--- src/two_wire_params.svh ---
// constants of the two-wire bus controller: queue depth, fields, resets, timing
// assumes the system clock period given below; included by the queue and controller files
`ifndef TWO_WIRE_PARAMS_SVH
`define TWO_WIRE_PARAMS_SVH

// ============================================================
// timing
`define CLK_NS        50
`define SS_HALF_NS    5000
`define FS_HALF_NS    1250
`define SS_HALF_CYC   ((`SS_HALF_NS + `CLK_NS - 1) / `CLK_NS)
`define FS_HALF_CYC   ((`FS_HALF_NS + `CLK_NS - 1) / `CLK_NS)

// ============================================================
// queue geometry and fields
`define FIFO_DEPTH    4
`define ENTRY_RD_BIT  8

// ============================================================
// addressing and resets
`define OWN_ADDR_RST  10'h055
`define TENBIT_HDR    5'h1E

// ============================================================
// event flag positions
`define INT_TXE       0
`define INT_RXA       1
`define INT_NACK      2

`endif

--- src/two_wire_pkg.sv ---
// types shared by the two-wire controller and its queue
// assumes nothing beyond a SystemVerilog compiler
package two_wire_pkg;

  // queue entry: direction flag over data byte
  typedef struct packed {
    logic       rd;
    logic [7:0] data;
  } entry_t;

  typedef logic [2:0] level_t;

  typedef enum logic [8:0] {
    S_IDLE   = 9'h001,
    S_START  = 9'h002,
    S_LO     = 9'h004,
    S_HI     = 9'h008,
    S_LOAD   = 9'h010,
    S_STOP   = 9'h020,
    S_RSTART = 9'h040,
    S_SLV    = 9'h080,
    S_STX    = 9'h100
  } state_t;

endpackage : two_wire_pkg

--- src/entry_fifo.sv ---
// four-deep queue of nine-bit entries with valid/ready on both sides
// assumes both sides on sys_clk; ce freezes it
`timescale 1ns/100ps
`default_nettype none
`include "two_wire_params.svh"

module entry_fifo (
  input  wire logic                 sys_clk,
  input  wire logic                 resetn,
  input  wire logic                 ce,
  input  wire logic                 wrValid,
  input  wire two_wire_pkg::entry_t wrData,
  output logic                      wrReady,
  output logic                      rdValid,
  output two_wire_pkg::entry_t      rdData,
  input  wire logic                 rdReady,
  output two_wire_pkg::level_t      level
);

  two_wire_pkg::entry_t mem [`FIFO_DEPTH];
  logic [1:0]           wrPtr_r;
  logic [1:0]           rdPtr_r;
  two_wire_pkg::level_t count_r;
  wire                  doWr;
  wire                  doRd;

  // ============================================================
  // handshakes: honest full and empty
  assign wrReady = (count_r != 3'(`FIFO_DEPTH));
  assign rdValid = (count_r != 3'h0);
  assign doWr    = wrValid & wrReady;
  assign doRd    = rdReady & rdValid;
  assign rdData  = mem[rdPtr_r];
  assign level   = count_r;

  // pointers wrap naturally at depth four
  always_ff @(posedge sys_clk or negedge resetn) begin
    if (!resetn) begin
      wrPtr_r <= 2'h0;
      rdPtr_r <= 2'h0;
      count_r <= 3'h0;
    end else if (ce) begin
      if (doWr) wrPtr_r <= wrPtr_r + 2'h1;
      if (doRd) rdPtr_r <= rdPtr_r + 2'h1;
      count_r <= count_r + 3'(doWr) - 3'(doRd);
    end
  end

  // storage needs no reset; read side only looks at valid slots
  always_ff @(posedge sys_clk) begin
    if (ce && doWr) mem[wrPtr_r] <= wrData;
  end

endmodule : entry_fifo
`default_nettype wire

--- src/two_wire_bus_master.sv ---
// two-wire bus controller: master engine, read-slave stall, queues, flags
// assumes open-drain pads outside resolve the wired-AND and pull-ups exist
`timescale 1ns/100ps
`default_nettype none
`include "two_wire_params.svh"

module two_wire_bus_master (
  input  wire logic                 sys_clk,
  input  wire logic                 resetn,
  input  wire logic                 ce,
  input  wire logic                 enable,
  input  wire logic                 restartEn,
  input  wire logic                 addr10,
  input  wire logic                 fastMode,
  input  wire logic [9:0]           tarAddr,
  input  wire logic [7:0]           sdaHold,
  input  wire logic                 ownAddrWe,
  input  wire logic [9:0]           ownAddrIn,
  output logic [9:0]                ownAddr,
  input  wire logic                 txWrValid,
  input  wire two_wire_pkg::entry_t txWrData,
  output logic                      txWrReady,
  output logic                      rxRdValid,
  output two_wire_pkg::entry_t      rxRdData,
  input  wire logic                 rxRdReady,
  output two_wire_pkg::level_t      txLevel,
  output two_wire_pkg::level_t      rxLevel,
  input  wire logic [2:0]           intMask,
  input  wire logic [2:0]           intClr,
  output logic [2:0]                intStat,
  output logic                      irq,
  output logic                      busBusy,
  input  wire logic                 sclIn,
  output logic                      sclO,
  output logic                      sclOe,
  input  wire logic                 sdaIn,
  output logic                      sdaO,
  output logic                      sdaOe
);

  // ============================================================
  // declarations
  two_wire_pkg::state_t state_r, state_nxt;
  logic [7:0]           cnt_r, cnt_nxt;
  logic [3:0]           bitIdx_r, bitIdx_nxt;
  logic [7:0]           shift_r, shift_nxt;
  logic [1:0]           stage_r, stage_nxt;
  logic                 sclOe_r, sclOe_nxt;
  logic                 sdaOe_r, sdaOe_nxt;
  logic                 dir_r, dir_nxt;
  logic                 ackOut_r, ackOut_nxt;
  logic                 sclS1_r, sclS2_r, sclD_r;
  logic                 sdaS1_r, sdaS2_r, sdaD_r;
  logic                 busy_r;
  logic [2:0]           intStat_r;
  logic                 irq_r;
  logic [9:0]           ownAddr_r;
  logic                 txPop, rxPush, nackEv;
  logic                 txValid, rxWrReady;
  two_wire_pkg::entry_t txHead, rxEntry;

  // ============================================================
  // queues
  entry_fifo txQueue (
    .sys_clk (sys_clk),
    .resetn  (resetn),
    .ce      (ce),
    .wrValid (txWrValid),
    .wrData  (txWrData),
    .wrReady (txWrReady),
    .rdValid (txValid),
    .rdData  (txHead),
    .rdReady (txPop),
    .level   (txLevel)
  );

  entry_fifo rxQueue (
    .sys_clk (sys_clk),
    .resetn  (resetn),
    .ce      (ce),
    .wrValid (rxPush),
    .wrData  (rxEntry),
    .wrReady (rxWrReady),
    .rdValid (rxRdValid),
    .rdData  (rxRdData),
    .rdReady (rxRdReady),
    .level   (rxLevel)
  );

  // ============================================================
  // line decode on the synchronised copies only
  wire       sclRise  = sclS2_r & ~sclD_r;
  wire       sclFall  = ~sclS2_r & sclD_r;
  // start and stop seen on the bus
  wire       startDet = sclS2_r & sclD_r & sdaD_r & ~sdaS2_r;
  wire       stopDet  = sclS2_r & sclD_r & ~sdaD_r & sdaS2_r;
  // half bit time per speed class
  wire [7:0] halfCnt  = fastMode ? 8'(`FS_HALF_CYC) : 8'(`SS_HALF_CYC);
  wire       halfDone = (cnt_r >= halfCnt - 8'h01);
  wire [7:0] cntInc   = cnt_r + 8'h01;
  // data placed once hold time has run
  wire       holdDone = (cnt_r == sdaHold) | halfDone;
  wire       byteRd   = (stage_r == 2'h2) & dir_r;
  // ack bit driven low on a read byte only when more entries are queued behind it
  wire       bitVal   = bitIdx_r[3] ? ~(byteRd & ackOut_r) : (byteRd | shift_r[7]);
  wire       ownMatch = (shift_r[7:1] == ownAddr_r[6:0]);
  // one address width per frame; addr10 must not move mid-frame
  wire [7:0] firstByte = addr10 ? {`TENBIT_HDR, tarAddr[9:8], txHead.rd} : {tarAddr[6:0], txHead.rd};
  wire [2:0] evSet;

  assign rxEntry = '{rd: ~ackOut_r, data: shift_r};

  // ============================================================
  // protocol engine next state
  always_comb begin
    state_nxt  = state_r;
    cnt_nxt    = cnt_r;
    bitIdx_nxt = bitIdx_r;
    shift_nxt  = shift_r;
    stage_nxt  = stage_r;
    sclOe_nxt  = sclOe_r;
    sdaOe_nxt  = sdaOe_r;
    dir_nxt    = dir_r;
    ackOut_nxt = ackOut_r;
    txPop      = 1'b0;
    rxPush     = 1'b0;
    nackEv     = 1'b0;
    unique case (state_r)
      two_wire_pkg::S_IDLE: begin
        sclOe_nxt  = 1'b0;
        sdaOe_nxt  = 1'b0;
        cnt_nxt    = 8'h00;
        bitIdx_nxt = 4'h0;
        if (enable && startDet) begin
          state_nxt = two_wire_pkg::S_SLV;
        // queued entry starts only on a free bus
        end else if (enable && txValid && !busy_r && sclS2_r && sdaS2_r) begin
          state_nxt = two_wire_pkg::S_START;
        end
      end
      two_wire_pkg::S_START: begin
        if (bitIdx_r == 4'h0) begin
          // both lines must read high before the edge, even after a restart
          if (sclS2_r && sdaS2_r) cnt_nxt = cntInc;
          if (sclS2_r && sdaS2_r && halfDone) begin
            sdaOe_nxt  = 1'b1;
            cnt_nxt    = 8'h00;
            bitIdx_nxt = 4'h1;
          end
        end else begin
          cnt_nxt = cntInc;
          if (halfDone) begin
            sclOe_nxt  = 1'b1;
            cnt_nxt    = 8'h00;
            bitIdx_nxt = 4'h0;
            dir_nxt    = txHead.rd;
            shift_nxt  = firstByte;
            stage_nxt  = 2'h0;
            state_nxt  = two_wire_pkg::S_LO;
          end
        end
      end
      two_wire_pkg::S_LO: begin
        cnt_nxt = cntInc;
        // SDA moves only with SCL low
        if (holdDone) sdaOe_nxt = ~bitVal;
        if (halfDone) begin
          sclOe_nxt = 1'b0;
          cnt_nxt   = 8'h00;
          state_nxt = two_wire_pkg::S_HI;
        end
      end
      two_wire_pkg::S_HI: begin
        // a stretching slave pauses the count
        if (sclS2_r) cnt_nxt = cntInc;
        if (sclS2_r && halfDone) begin
          sclOe_nxt = 1'b1;
          cnt_nxt   = 8'h00;
          if (!bitIdx_r[3]) begin
            shift_nxt  = {shift_r[6:0], sdaS2_r};
            bitIdx_nxt = bitIdx_r + 4'h1;
            state_nxt  = two_wire_pkg::S_LO;
          end else begin
            bitIdx_nxt = 4'h0;
            rxPush     = byteRd;
            state_nxt  = two_wire_pkg::S_LOAD;
            if (!byteRd && sdaS2_r) begin
              nackEv    = 1'b1;
              txPop     = (stage_r != 2'h2) & txValid;
              state_nxt = two_wire_pkg::S_STOP;
            end
          end
        end
      end
      two_wire_pkg::S_LOAD: begin
        cnt_nxt = 8'h00;
        // second byte of a ten-bit address
        if (stage_r == 2'h0 && addr10) begin
          shift_nxt = tarAddr[7:0];
          stage_nxt = 2'h1;
          state_nxt = two_wire_pkg::S_LO;
        end else if (!txValid || !enable) begin
          state_nxt = two_wire_pkg::S_STOP;
        end else if (txHead.rd != dir_r) begin
          state_nxt = restartEn ? two_wire_pkg::S_RSTART : two_wire_pkg::S_STOP;
        // byte wait: SCL held low while the receive queue is full
        end else if (!txHead.rd || rxWrReady) begin
          txPop      = 1'b1;
          stage_nxt  = 2'h2;
          shift_nxt  = txHead.data;
          ackOut_nxt = (txLevel > 3'h1);
          state_nxt  = two_wire_pkg::S_LO;
        end
      end
      two_wire_pkg::S_STOP: begin
        if (bitIdx_r != 4'h1 || sclS2_r) cnt_nxt = cntInc;
        if (bitIdx_r == 4'h0) begin
          if (holdDone) sdaOe_nxt = 1'b1;
          if (halfDone) begin
            sclOe_nxt  = 1'b0;
            cnt_nxt    = 8'h00;
            bitIdx_nxt = 4'h1;
          end
        end else if (bitIdx_r == 4'h1) begin
          if (sclS2_r && halfDone) begin
            sdaOe_nxt  = 1'b0;
            cnt_nxt    = 8'h00;
            bitIdx_nxt = 4'h2;
          end
        end else if (halfDone) begin
          state_nxt = two_wire_pkg::S_IDLE;
        end
      end
      two_wire_pkg::S_RSTART: begin
        cnt_nxt = cntInc;
        if (holdDone) sdaOe_nxt = 1'b0;
        if (halfDone) begin
          sclOe_nxt  = 1'b0;
          cnt_nxt    = 8'h00;
          bitIdx_nxt = 4'h0;
          state_nxt  = two_wire_pkg::S_START;
        end
      end
      two_wire_pkg::S_SLV: begin
        if (stopDet || !enable) begin
          sclOe_nxt = 1'b0;
          sdaOe_nxt = 1'b0;
          state_nxt = two_wire_pkg::S_IDLE;
        end else if (sclRise && !bitIdx_r[3]) begin
          shift_nxt  = {shift_r[6:0], sdaS2_r};
          bitIdx_nxt = bitIdx_r + 4'h1;
        end else if (sclFall && bitIdx_r == 4'h8) begin
          sdaOe_nxt  = ownMatch & shift_r[0];
          bitIdx_nxt = 4'h9;
          if (!(ownMatch && shift_r[0])) state_nxt = two_wire_pkg::S_IDLE;
        end else if (sclFall && bitIdx_r == 4'h9) begin
          sdaOe_nxt = 1'b0;
          sclOe_nxt = 1'b1;
        end
        // stall with SCL low until data or disable
        if (sclOe_r && txValid) begin
          txPop      = 1'b1;
          shift_nxt  = txHead.data;
          sdaOe_nxt  = ~txHead.data[7];
          bitIdx_nxt = 4'h0;
          cnt_nxt    = 8'h00;
          state_nxt  = two_wire_pkg::S_STX;
        end
      end
      two_wire_pkg::S_STX: begin
        if (sclOe_r) begin
          cnt_nxt = cntInc;
          if (cnt_r >= sdaHold) sclOe_nxt = 1'b0;
        end else if (sclFall) begin
          shift_nxt  = {shift_r[6:0], 1'b1};
          bitIdx_nxt = bitIdx_r + 4'h1;
          sdaOe_nxt  = ~shift_r[6];
          if (bitIdx_r == 4'h7) begin
            sdaOe_nxt = 1'b0;
            state_nxt = two_wire_pkg::S_IDLE;
          end
        end
        if (!enable) begin
          sclOe_nxt = 1'b0;
          sdaOe_nxt = 1'b0;
          state_nxt = two_wire_pkg::S_IDLE;
        end
      end
    endcase
  end

  // ============================================================
  // engine registers
  always_ff @(posedge sys_clk or negedge resetn) begin
    if (!resetn) begin
      state_r  <= two_wire_pkg::S_IDLE;
      cnt_r    <= 8'h00;
      bitIdx_r <= 4'h0;
      shift_r  <= 8'h00;
      stage_r  <= 2'h0;
      sclOe_r  <= 1'b0;
      sdaOe_r  <= 1'b0;
      dir_r    <= 1'b0;
      ackOut_r <= 1'b0;
    end else if (ce) begin
      state_r  <= state_nxt;
      cnt_r    <= cnt_nxt;
      bitIdx_r <= bitIdx_nxt;
      shift_r  <= shift_nxt;
      stage_r  <= stage_nxt;
      sclOe_r  <= sclOe_nxt;
      sdaOe_r  <= sdaOe_nxt;
      dir_r    <= dir_nxt;
      ackOut_r <= ackOut_nxt;
    end
  end

  // two flops per pin, third flop only for edge finding
  always_ff @(posedge sys_clk or negedge resetn) begin
    if (!resetn) begin
      {sclS1_r, sclS2_r, sclD_r} <= 3'h7;
      {sdaS1_r, sdaS2_r, sdaD_r} <= 3'h7;
    end else if (ce) begin
      {sclS1_r, sclS2_r, sclD_r} <= {sclIn, sclS1_r, sclS2_r};
      {sdaS1_r, sdaS2_r, sdaD_r} <= {sdaIn, sdaS1_r, sdaS2_r};
    end
  end

  // ============================================================
  // busy flag, event flags, own address
  // set beats a clear in the same cycle
  assign evSet[`INT_TXE]  = ~txValid;
  assign evSet[`INT_RXA]  = rxPush;
  assign evSet[`INT_NACK] = nackEv;

  always_ff @(posedge sys_clk or negedge resetn) begin
    if (!resetn) begin
      busy_r    <= 1'b0;
      intStat_r <= 3'h0;
      irq_r     <= 1'b0;
      ownAddr_r <= `OWN_ADDR_RST;
    end else if (ce) begin
      busy_r    <= startDet | (busy_r & ~stopDet);
      intStat_r <= evSet | (intStat_r & ~intClr);
      irq_r     <= |(intStat_r & intMask);
      // reset value above, software may override
      if (ownAddrWe) ownAddr_r <= ownAddrIn;
    end
  end

  // ============================================================
  // outputs
  // pads only ever pull low
  assign sclO    = 1'b0;
  assign sdaO    = 1'b0;
  assign sclOe   = sclOe_r;
  assign sdaOe   = sdaOe_r;
  assign busBusy = busy_r;
  assign intStat = intStat_r;
  assign irq     = irq_r;
  assign ownAddr = ownAddr_r;

endmodule : two_wire_bus_master
`default_nettype wire

--- config.mk ---
export PLATFORM = sky130hd
export DESIGN_NAME = two_wire_bus_master
export DESIGN_NICKNAME = d
export VERILOG_FILES = /design/src/two_wire_pkg.sv /design/src/entry_fifo.sv /design/src/two_wire_bus_master.sv
export VERILOG_INCLUDE_DIRS = /design/src
export SDC_FILE = /design/constraint.sdc
export NUM_CORES = 1
export LEC_CHECK = 0
export BUFFER_PORTS_ARGS = -buffer_cell sky130_fd_sc_hd__buf_2
export CAP_MARGIN = 15
export CORE_MARGIN = 1
export CORE_UTILIZATION = 53
export CTS_CLUSTER_SIZE = 10
export DETAILED_ROUTE_END_ITERATION = 6
export PLACE_DENSITY = 0.76
export SKIP_LAST_GASP = 1
export SYNTH_ARGS = -nofsm -noshare
export SYNTH_HDL_FRONTEND = slang
export SYNTH_SLANG_ARGS = --single-unit
export TNS_END_PERCENT = 50
--- constraint.sdc ---
create_clock -name sys_clk -period 2.8 [get_ports sys_clk]
set_input_delay 0.84 -clock sys_clk [delete_from_list [all_inputs] [get_ports sys_clk]]
set_output_delay 0.84 -clock sys_clk [all_outputs]
set_load 0.02 [all_outputs]
Yosys cells after proc, flatten, opt, wreduce, memory -nomap -nowiden
Memory sizes are Yosys's and may differ from the RTL's. Cells that the tools add are included.

Flip-flop bits (word level): 70. Memory bits (writable): 72. Memories: 2.

Add/sub/neg operators: 11. Magnitude comparators: 3. Eq/ne operators: 64. Mux-type cells: 132. Bitwise gates (word level): 38. Reduce and logical (&&, ||, !) cells: 53.

Memory list: rxQueue.mem (depth 4, width 9, read ports 1, clocked after memory_dff 0, write ports 1, RTL line entry_fifo.sv:20) `` two_wire_pkg::entry_t mem [`FIFO_DEPTH]; ``; txQueue.mem (depth 4, width 9, read ports 1, clocked after memory_dff 0, write ports 1, RTL line entry_fifo.sv:20).

Operators with widths (number): $mux 8 (27); $mux 9 (23); $pmux 9 s9 (1); $mux 4 (15); $ne 3x3->1 const B (20); $pmux 8 s7 (1); $mux 1 (49); $pmux 8 s5 (1); $ne 2x2->1 const B (19); $pmux 4 s7 (1); $reduce_and 13->1 (2); $reduce_bool 7->1 (3); $ne 4x4->1 const B (5); $logic_and 1x1->1 (17); $reduce_and 17->1 (1); $and 1x1->1 (16); $ge 8x8->1 (2); $not 1->1 (15); $mux 7 (2); $pmux 1 s7 (2); $mux 2 (6); $mux 6 (2); $reduce_and 11->1 (1); $ne 5x5->1 const B (2); other kinds (45) (68).

Longest topological paths before layout
Gate-level depths: netlist of the first run.

Depth after elaboration: 10. Mapped depth: 15. Mapped depth without buffers: 15.

Modules after synthesis
A second synthesis of the first run with hierarchy kept.

Cell total of the unflattened synthesis: 638. Area, all modules: 7749.9 um^2.

By module, submodules not included: two_wire_bus_master (instances 1, cells an instance 460, area each 4206.5 um^2, sequential area each 1415.1 um^2); entry_fifo (instances 2, cells an instance 89, area each 1771.7 um^2, sequential area each 1256.2 um^2).

Least setup slack after synthesis of the first run
No wires, ideal clock.

Path type: input port to flip-flop. Start: input port fastMode. End: register txQueue.count_r[2], in the netlist txQueue.level[2]. Data arrival time: 3.298 ns. Slack: -0.630 ns. Cell stages on the path: 14. Cell sequence: ha_1 > nor2b_1 > o31a_1 > o21a_1 > nor2_1 > o211ai_1 > and2_1 > ha_1 > inv_1 > ha_1 > fa_1 > xnor2_1 > nand2_1 > o21ai_0.

Cells in the longest elaborated chain, start to end: 8.

RTL lines: from (decl) (RTL line two_wire_bus_master.sv:14) `input wire logic fastMode,`; $mux 7 (RTL line two_wire_bus_master.sv:98) `` wire [7:0] halfCnt = fastMode ? 8'(`FS_HALF_CYC) : 8'(`SS_HALF_CYC); ``; $sub 7x1->8 (RTL line two_wire_bus_master.sv:99) `wire halfDone = (cnt_r >= halfCnt - 8'h01);`; $ge 8x8->1 (RTL line two_wire_bus_master.sv:99); $logic_and 1x1->1 (RTL line two_wire_bus_master.sv:176) `if (sclS2_r && halfDone) begin`; $mux 1 (RTL line two_wire_bus_master.sv:176); $pmux 1 s3 (RTL line two_wire_bus_master.sv:128) `unique case (state_r)`; $and 1x1->1 (RTL line entry_fifo.sv:32) `assign doRd = rdReady & rdValid;`; $sub 3x1->3 (RTL line entry_fifo.sv:45) `count_r <= count_r + 3'(doWr) - 3'(doRd);`; to (signal assigned) (RTL line entry_fifo.sv:45); to (decl) (RTL line entry_fifo.sv:23) `two_wire_pkg::level_t count_r;`.

No other way between the ends. A chain may end at the register's enable or synchronous reset.

Final worst setup path of the first run
Start: input port fastMode. End: register txQueue.count_r[1], in the netlist txQueue.level[1].

Same word-level chain as after synthesis.

==> summary.txt, run 1 <==
Critical path
  – Critical Path RT: around 3.1 ns
  – WS Path Type: input port to flip-flop
  – Arr. time, crit path: 3.31 ns
  – Setup crit start kind: input port
  – Crit Path Max Fanout: 4
  – CP Capture Type: flip-flop

Synthesis
  – Ys Warns: 0
  – Post-synthesis sequential area ratio: between 50 and 60%
  – Synth area leader: edfxtp_1
  – Synth area leaders: edfxtp_1 28%, dfrtp_1 19%, mux4_2 5.2%
  – Syn Std Cell Area: between 7000 and 8000 um2
  – Ys async rst share: 49.30%
  – Synth cell types: 80
  – Syn avg cell area: 11.77 um2
  – Post-synth top cells: 72 x edfxtp_1, 59 x dfrtp_1, 58 x nand2_1, 36 x inv_1, 35 x mux2_2
  – Top_reg_cell synth: edfxtp_1
  – Count leader, synth: edfxtp_1
  – Share of the synthesized area in the top cell type: 27.88%
  – Synth Register Bits: 142
  – Post-synth EDFFs: 72
  – Post-Syn Instances: 659

Clocking
  – CTS Hold Bufs: 0
  – CTS sink count: 142
  – Root Buffer: clkbuf_16
  – Clock latency on the worst-skew pair: 0.42 ns
  – Clock-pin slew on the worst setup and hold paths: 0.06 ns
  – Clock Tree Buf Depth: 2
  – # H-tree levels: 4
  – CTS tree: built
  – CTS Buf Count: 17

Floorplan
  – Die ar.: between 15000 and 20000 um2
  – Die Y: 123.0 um
  – Die Width: roughly 120 um
  – Core Region: between 10000 and 15000 um2
  – I/O Pins: 91
  – Initial Util: a little under three fifths
  – # rows: 43

Placed design
  – Dpl cell area: ~9100 um2
  – Port bufs: 88
  – Gpl congestion: about 0.94
  – DP HPWL: 15430 um
  – Place WS: -0.7761 ns

Layout
  – Final Core Density: 69.59%
  – ANT cells: 0
  – Nets: between 900 and 1000
  – Design area: between 9000 and 10000 um2
  – Synth-to-Final Area Change: 26.49%
  – Share of layout cells above drive strength 1: 38.43%

STA
  – Rel. slew slack: between 50% and 60%
  – Post-Route Setup TNS: -0.3285 ns
  – Fmax: 337.0 MHz
  – Slew Limit Fails: 0
  – RSZ-0062 raised after global routing: yes
  – Final Hold Vio Count: 0
  – Actual slew at the worst max-slew pin: 0.6400 ns
  – Crit share post-route: 106.0%
  – Final Setup Violations: 2
  – Period minus WS final: 2.968 ns
  – Max Clock Skew: 0.008247 ns
  – Fin worst setup slack: -0.1675 ns

Power and ir drop
  – Pleak: between 4 and 5 nW
  – Internal power: approximately 5.3 mW
  – Peak VDD IR: ~0.54 mV
  – Flop pwr share: 35.2%
  – PwrDens: approximately 900 nW/um2
  – Power share of the clock group: 24.2%
  – Gate power share: 40.6%
  – Switching part of the total power: between 30 and 40%
  – Sw Pwr: around 3.2 mW

Detailed routing
  – Residual DRC: 0
  – Routed len/inst: 20.06 um
  – Vias/cell: roughly 6
  – ANT nets after route: 0
  – DR pass1 iterations: 5
  – Initial DRC count: 571
  – Vias: 6242
  – Final WL: 20780 um

GRT
  – Initial antenna violation count: 0
  – Vias in the first global route: 6336
  – First-pass GRT wire length: about 32000 um
  – Largest net degree at the start of global routing: 47
  – Gr usage total: roughly 29%
  – Overflow after GRT: 0

Run status
  – Failing checks: setup timing
  – Status: finished with violations

Run
  – MaxCap Viol Count: 0

Worst hold path
  – Hold WC Path Type: input port to asynchronous set/reset pin
==> layout by cell type (no fill, tap or decap), types with 6 or more instances in the layout <==
cell       instances
inv_1             34
buf_2             87
and2_1            11
buf_4            101
nor2b_1            6
nand3_1           18
mux4_2            18
clkbuf_16         17
o21ai_0           30
xnor2_1           18
dfrtp_1           59
o31ai_1            6
nand4_1           18
nand2_1           58
o211ai_1           7
dfstp_2           11
and3_1             7
a21oi_1           19
nand2b_1           6
ha_1              27
edfxtp_1          72
nor2_1            27
mux2_2            35
nor3_1            17
==> path summary, 6_finish.rpt <==
path,start,to,slack (ns),depth (start not counted)
setup / recovery,fastMode,txQueue.level[1]$_DFFE_PN0P_,-0.17,14
hold / removal,resetn,state_r[1]$_DFFE_PN0P_,0.43,1
setup reg to reg,cnt_r[1]$_DFFE_PN0P_,txQueue.level[1]$_DFFE_PN0P_,-0.09,13
hold reg to reg,sclS1_r$_DFFE_PN1P_,sclS2_r$_DFFE_PN1P_,0.50,2
max in group asynchronous,resetn,ownAddr[4]$_DFFE_PN1P_,1.65,2
min in group sys_clk,sclS1_r$_DFFE_PN1P_,sclS2_r$_DFFE_PN1P_,0.50,2
==> critical path, stage by stage <==
cell,delay [ns]
buf_8,0.11
ha_4,0.21
nor2b_4,0.12
o31a_1,0.24
o21a_1,0.23
nor2_4,0.16
o211ai_1,0.13
and2_4,0.19
ha_4,0.26
inv_2,0.04
ha_4,0.14
fa_2,0.51
nand2_1,0.05
o21ai_1,0.08
==> final cells by class <==
class	instances	area, um2
clock buffer	19	432.9
tap	180	225.2
inverter	36	135.1
timing repair buffer	191	1249
fill	1021	4287
clock inverter	13	106.4
sequential	142	3928
multi-input combinational	455	3734
==> power groups by stage <==
stage / clock network [mW] / logic, mW / registers (mW)
2_1_floorplan: 0 / 1.97 / 3.04
3_3_place_gp: 0 / 3.22 / 3.01
3_5_place_dp: 0 / 3.33 / 3.04
4_1_cts: 2.11 / 3.37 / 3.00
5_1_grt: 2.18 / 3.78 / 3.06
6_report: 2.08 / 3.48 / 3.02
==> through the flow <==
| stage | cells | hold WS, ns | power [mW] |
|---|---|---|---|
| floorplan | 660 | 0.4681 | 5.015 |
| global placement | 995 | 0.4833 | 6.227 |
| detailed placement | 995 | 0.4918 | 6.369 |
| CTS | 1034 | 0.4471 | 8.486 |
| global route | 1036 | 0.4793 | 9.032 |
| finish | 1036 | 0.4294 | 8.575 |
==> layer usage <==
| layer | GRT usage [%] | vias up | part of all wire (%) |
|---|---|---|---|
| met5 | 0 | - | 0 |
| met4 | 12.27 | 0 | 2.8 |
| met3 | 4.613 | 48 | 5.1 |
| met2 | 48.91 | 240 | 50 |
| met1 | 36.42 | 3081 | 42 |
| li1 | - | 2873 | - |
==> repair_timing <==
item	in CTS	in global routing
setup endpoints to repair	17	32
resized for setup	8	16
pin swaps	9	13
buffers inserted	7	5
==> cell families (layout without fill, tap and decap cells) <==
| logic type | Yosys count | in the layout | synth area share (%) |
|---|---|---|---|
| other cells | 1 | 2 | 0.04836 |
| compound gates | 126 | 126 | 11.50 |
| flops | 142 | 142 | 50.65 |
| fa+ha+maj | 34 | 34 | 5.679 |
| xor+xnor | 21 | 21 | 2.372 |
| mux | 59 | 59 | 11.10 |
| buf+inv | 63 | 259 | 3.324 |
| simple gates | 213 | 213 | 15.33 |
==> registers in the layout (all words and copies together) (netlist names), 2 cells and up <==
register / cells
ownAddr: 10
bitIdx_r: 4
rxQueue.rdPtr_r: 2
cnt_r: 8
txQueue.mem: 36
rxQueue.level: 3
state_r: 9
intStat: 3
txQueue.rdPtr_r: 2
rxQueue.mem: 36
txQueue.level: 3
stage_r: 2
txQueue.wrPtr_r: 2
rxQueue.wrPtr_r: 2
shift_r: 8
(Power assumes the default switching activity.)
==> inputs of run 2 (changes only) <==
- CELL_PAD_IN_SITES_DETAIL_PLACEMENT: unset -> 2
- CELL_PAD_IN_SITES_GLOBAL_PLACEMENT: unset -> 2
- CORE_UTILIZATION: 53 -> 36
- PLACE_DENSITY: 0.76 -> unset
- PLACE_DENSITY_LB_ADDON: unset -> 0.1
==> run 2 against run 1 <==
The flow still finishes with violations (setup timing). Critical path depth unchanged. Fmax shrank 2.5%. Global-route usage shrank 3.2 points. Cell count is 9.9% higher. Combinational power grew 12%. Non-clock buffer count rose by 8. Clock skew rose by 0.0015 ns. Sequential share of layout area is 1.5 points lower. Critical endpoint unchanged. Via count is 2.5% higher.
==> summary.txt, run 2 (synthesized netlist as in run 1, its figures left out) <==
STA
  – Final Hold Vio Count: 0 (unchanged)
  – Actual slew at the worst max-slew pin: 0.6291 ns (-0.01091 ns)
  – Post-Route Setup TNS: -0.9387 ns (-0.6102 ns)
  – Max Clock Skew: 0.009785 ns (+0.001537 ns)
  – Slew Limit Fails: 0 (unchanged)
  – Fmax: 328.4 MHz (-2.5%)
  – Crit share post-route: 108.7% (+2.8 points)
  – Final Setup Violations: 20 (+18)
  – Period minus WS final: 3.045 ns (+0.07712 ns)
  – Worst hold slack: 0.3752 ns (-0.05428 ns)
  – Rel. slew slack: 57.81% (+0.93 points)
  – Fin worst setup slack: -0.2446 ns (-0.07712 ns)
  – RSZ-0062 raised after global routing: yes

Critical path
  – CP Cell Sequence: buf_8 > ha_4 > nor2b_4 > o31a_1 > o21a_4 > nor2_4 > o211ai_1 > and2_1 > ha_1 > inv_2 > ha_4 > fa_2 > nand2_1 > o21ai_1
  – Worst reg2reg path startpoint: cnt_r[1]$_DFFE_PN0P_
  – Crit Path Max Fanout: 4 (unchanged)
  – Arr. time, crit path: 3.40 ns (+0.09 ns)
  – R2R Path End: txQueue.level[1]$_DFFE_PN0P_
  – WP buf/inv: 2 (unchanged)
  – Setup crit start kind: input port
  – Most Frequent Cell on Critical Path: ha_4
  – CP Capture Type: flip-flop
  – WS Path Type: input port to flip-flop
  – Reg2Reg Depth: 13 (unchanged)
  – Worst reg-to-reg setup slack: -0.20 ns (-0.11 ns)
  – Critical Path RT: 3.15 ns (about the same)
  – Slowest cell delay on critical path: 0.52 ns (about the same)
  – Slowest-stage cell, CP: fa_2
  – Crit path max-delay family: adder cells

Floorplan
  – Die Width: 148.8 um (+21%)
  – Die ar.: 22130 um2 (+46%)
  – Core Region: 21090 um2 (+50%)
  – Initial Util: 36.77% (-18 points)
  – I/O Pins: 91 (unchanged)
  – Die Y: 148.8 um (+21%)
  – # rows: 53 (+23%)

GRT
  – Largest net degree at the start of global routing: 38 (-19%)
  – Gr usage total: 25.57% (-3.2 points)
  – Overflow after GRT: 0 (unchanged)
  – Initial antenna violation count: 0 (unchanged)
  – Vias in the first global route: 7230 (+14%)
  – First-pass GRT wire length: 42060 um (+30%)

Detailed routing
  – Final WL: 27510 um (+32%)
  – Initial DRC count: 304 (-47%)
  – Residual DRC: 0 (unchanged)
  – ANT nets after route: 0 (unchanged)
  – DR pass1 iterations: 4 (-1)
  – Routed len/inst: 24.15 um (+20%)
  – Vias/cell: 5.620 (-6.7%)
  – Vias: 6401 (+2.5%)

Clocking
  – CTS tree: built
  – Root Buffer: clkbuf_16
  – Clock-pin slew on the worst setup and hold paths: 0.07 ns (about the same)
  – Clock latency on the worst-skew pair: 0.44 ns (+0.02 ns)
  – CTS Buf Count: 17 (unchanged)
  – CTS sink count: 142 (unchanged)
  – Clock Tree Buf Depth: 2 (unchanged)
  – CTS Hold Bufs: 0 (unchanged)
  – # H-tree levels: 4 (unchanged)

Layout
  – Most common cell after layout, fill and taps aside: buf_4
  – Design area: 10180 um2 (+3.8%)
  – Non-Filler Instances: 1139 (+9.9%)
  – Synth-to-Final Area Change: 31.28%
  – Fillers: 2157 (+110%)
  – Most frequent cells in the layout: 107 x buf_4, 86 x buf_2, 72 x edfxtp_1
  – Final Core Density: 48.28% (-21 points)
  – Nets: 940 (+0.86%)
  – Share of layout cells above drive strength 1: 40.39% (+2.0 points)
  – ANT cells: 0 (unchanged)

Worst hold path
  – Hold WC Path Type: input port to asynchronous set/reset pin

Placed design
  – Gpl congestion: 0.8771 (-6.8%)
  – Dpl cell area: 9286 um2 (+2.3%)
  – Dpl cells: 1100 (+11%)
  – Place WS: -0.8603 ns (-0.08421 ns)
  – Port bufs: 88 (unchanged)
  – DP HPWL: 19780 um (+28%)

Power and ir drop
  – Peak VDD IR: 0.4612 mV (-15%)
  – Power, Total: 9.323 mW (+8.7%)
  – Pleak: 4.132 nW (+2.9%)
  – Sw Pwr: 3.719 mW (+15%)
  – Power share of the clock group: 25.3% (+1.1 points)
  – Gate power share: 41.9% (+1.3 points)
  – Flop pwr share: 32.8% (-2.4 points)
  – PwrDens: 915.7 nW/um2 (+4.8%)
  – Internal power: 5.605 mW (+4.8%)
  – Switching part of the total power: 39.89% (+2.2 points)

Run status
  – Status: finished with violations
  – Failing checks: setup timing

Run
  – MaxCap Viol Count: 0 (unchanged)
run 2: power by group through the flow:
stage / Clock, mW / Combinational (mW) / Sequential [mW]
floorplan: 0 / 1.97 / 3.04
global placement: 0 / 3.34 / 3.03
detailed placement: 0 / 3.54 / 3.08
CTS: 2.40 / 3.71 / 3.05
global route: 2.44 / 4.20 / 3.10
finish: 2.36 / 3.91 / 3.06
run 2: worst max path at each step:
stage                                 from                           end  slack (ns)  cells after the start
global placement                  fastMode  txQueue.level[2]$_DFFE_PN0P_       -0.74                     15
global route        state_r[1]$_DFFE_PN0P_  txQueue.level[1]$_DFFE_PN0P_       -0.34                     14
floorplan                         fastMode  txQueue.level[1]$_DFFE_PN0P_       -0.53                     13
CTS                               fastMode  txQueue.level[1]$_DFFE_PN0P_       -0.20                     14
detailed placement                fastMode  txQueue.level[1]$_DFFE_PN0P_       -0.86                     14
finish                            fastMode  txQueue.level[1]$_DFFE_PN0P_       -0.24                     14
run 2: layer usage:
| metal | wire, um | part of all wire (%) | track usage (%) |
|---|---|---|---|
| met5 | 0 | 0 | 0 |
| met2 | 14370 | 52 | 45.79 |
| met4 | 806 | 2.9 | 9.847 |
| met1 | 11270 | 41 | 30.10 |
| met3 | 1065 | 3.9 | 4.985 |
run 2: worst register-to-register path, stage by stage, from the launching register on:
cell      delay (ns)
dfrtp_1         0.43
ha_4            0.26
nor2b_4         0.12
o31a_1          0.28
o21a_4          0.23
nor2_4          0.14
o211ai_1        0.16
and2_1          0.17
ha_1            0.28
inv_2           0.04
ha_4            0.15
fa_2            0.52
nand2_1         0.05
o21ai_1         0.08
run 2: timing repair:
| item | CTS | global route |
|---|---|---|
| pin swaps | 19 | 15 |
| gates resized for setup | 19 | 26 |
| endpoints found under the setup margin | 65 | 37 |
| buffers inserted | 3 | 7 |
run 2: final cells by class:
| class | instances | area, um2 | share of cell area, % |
|---|---|---|---|
| clock buffer | 17 | 425.4 | 4.178 |
| clock inverter | 15 | 171.4 | 1.684 |
| inverter | 36 | 135.1 | 1.327 |
| multi-input combinational | 455 | 3846 | 37.78 |
| sequential | 142 | 3928 | 38.58 |
| tap | 275 | 344.1 | 3.380 |
| timing repair buffer | 199 | 1331 | 13.08 |
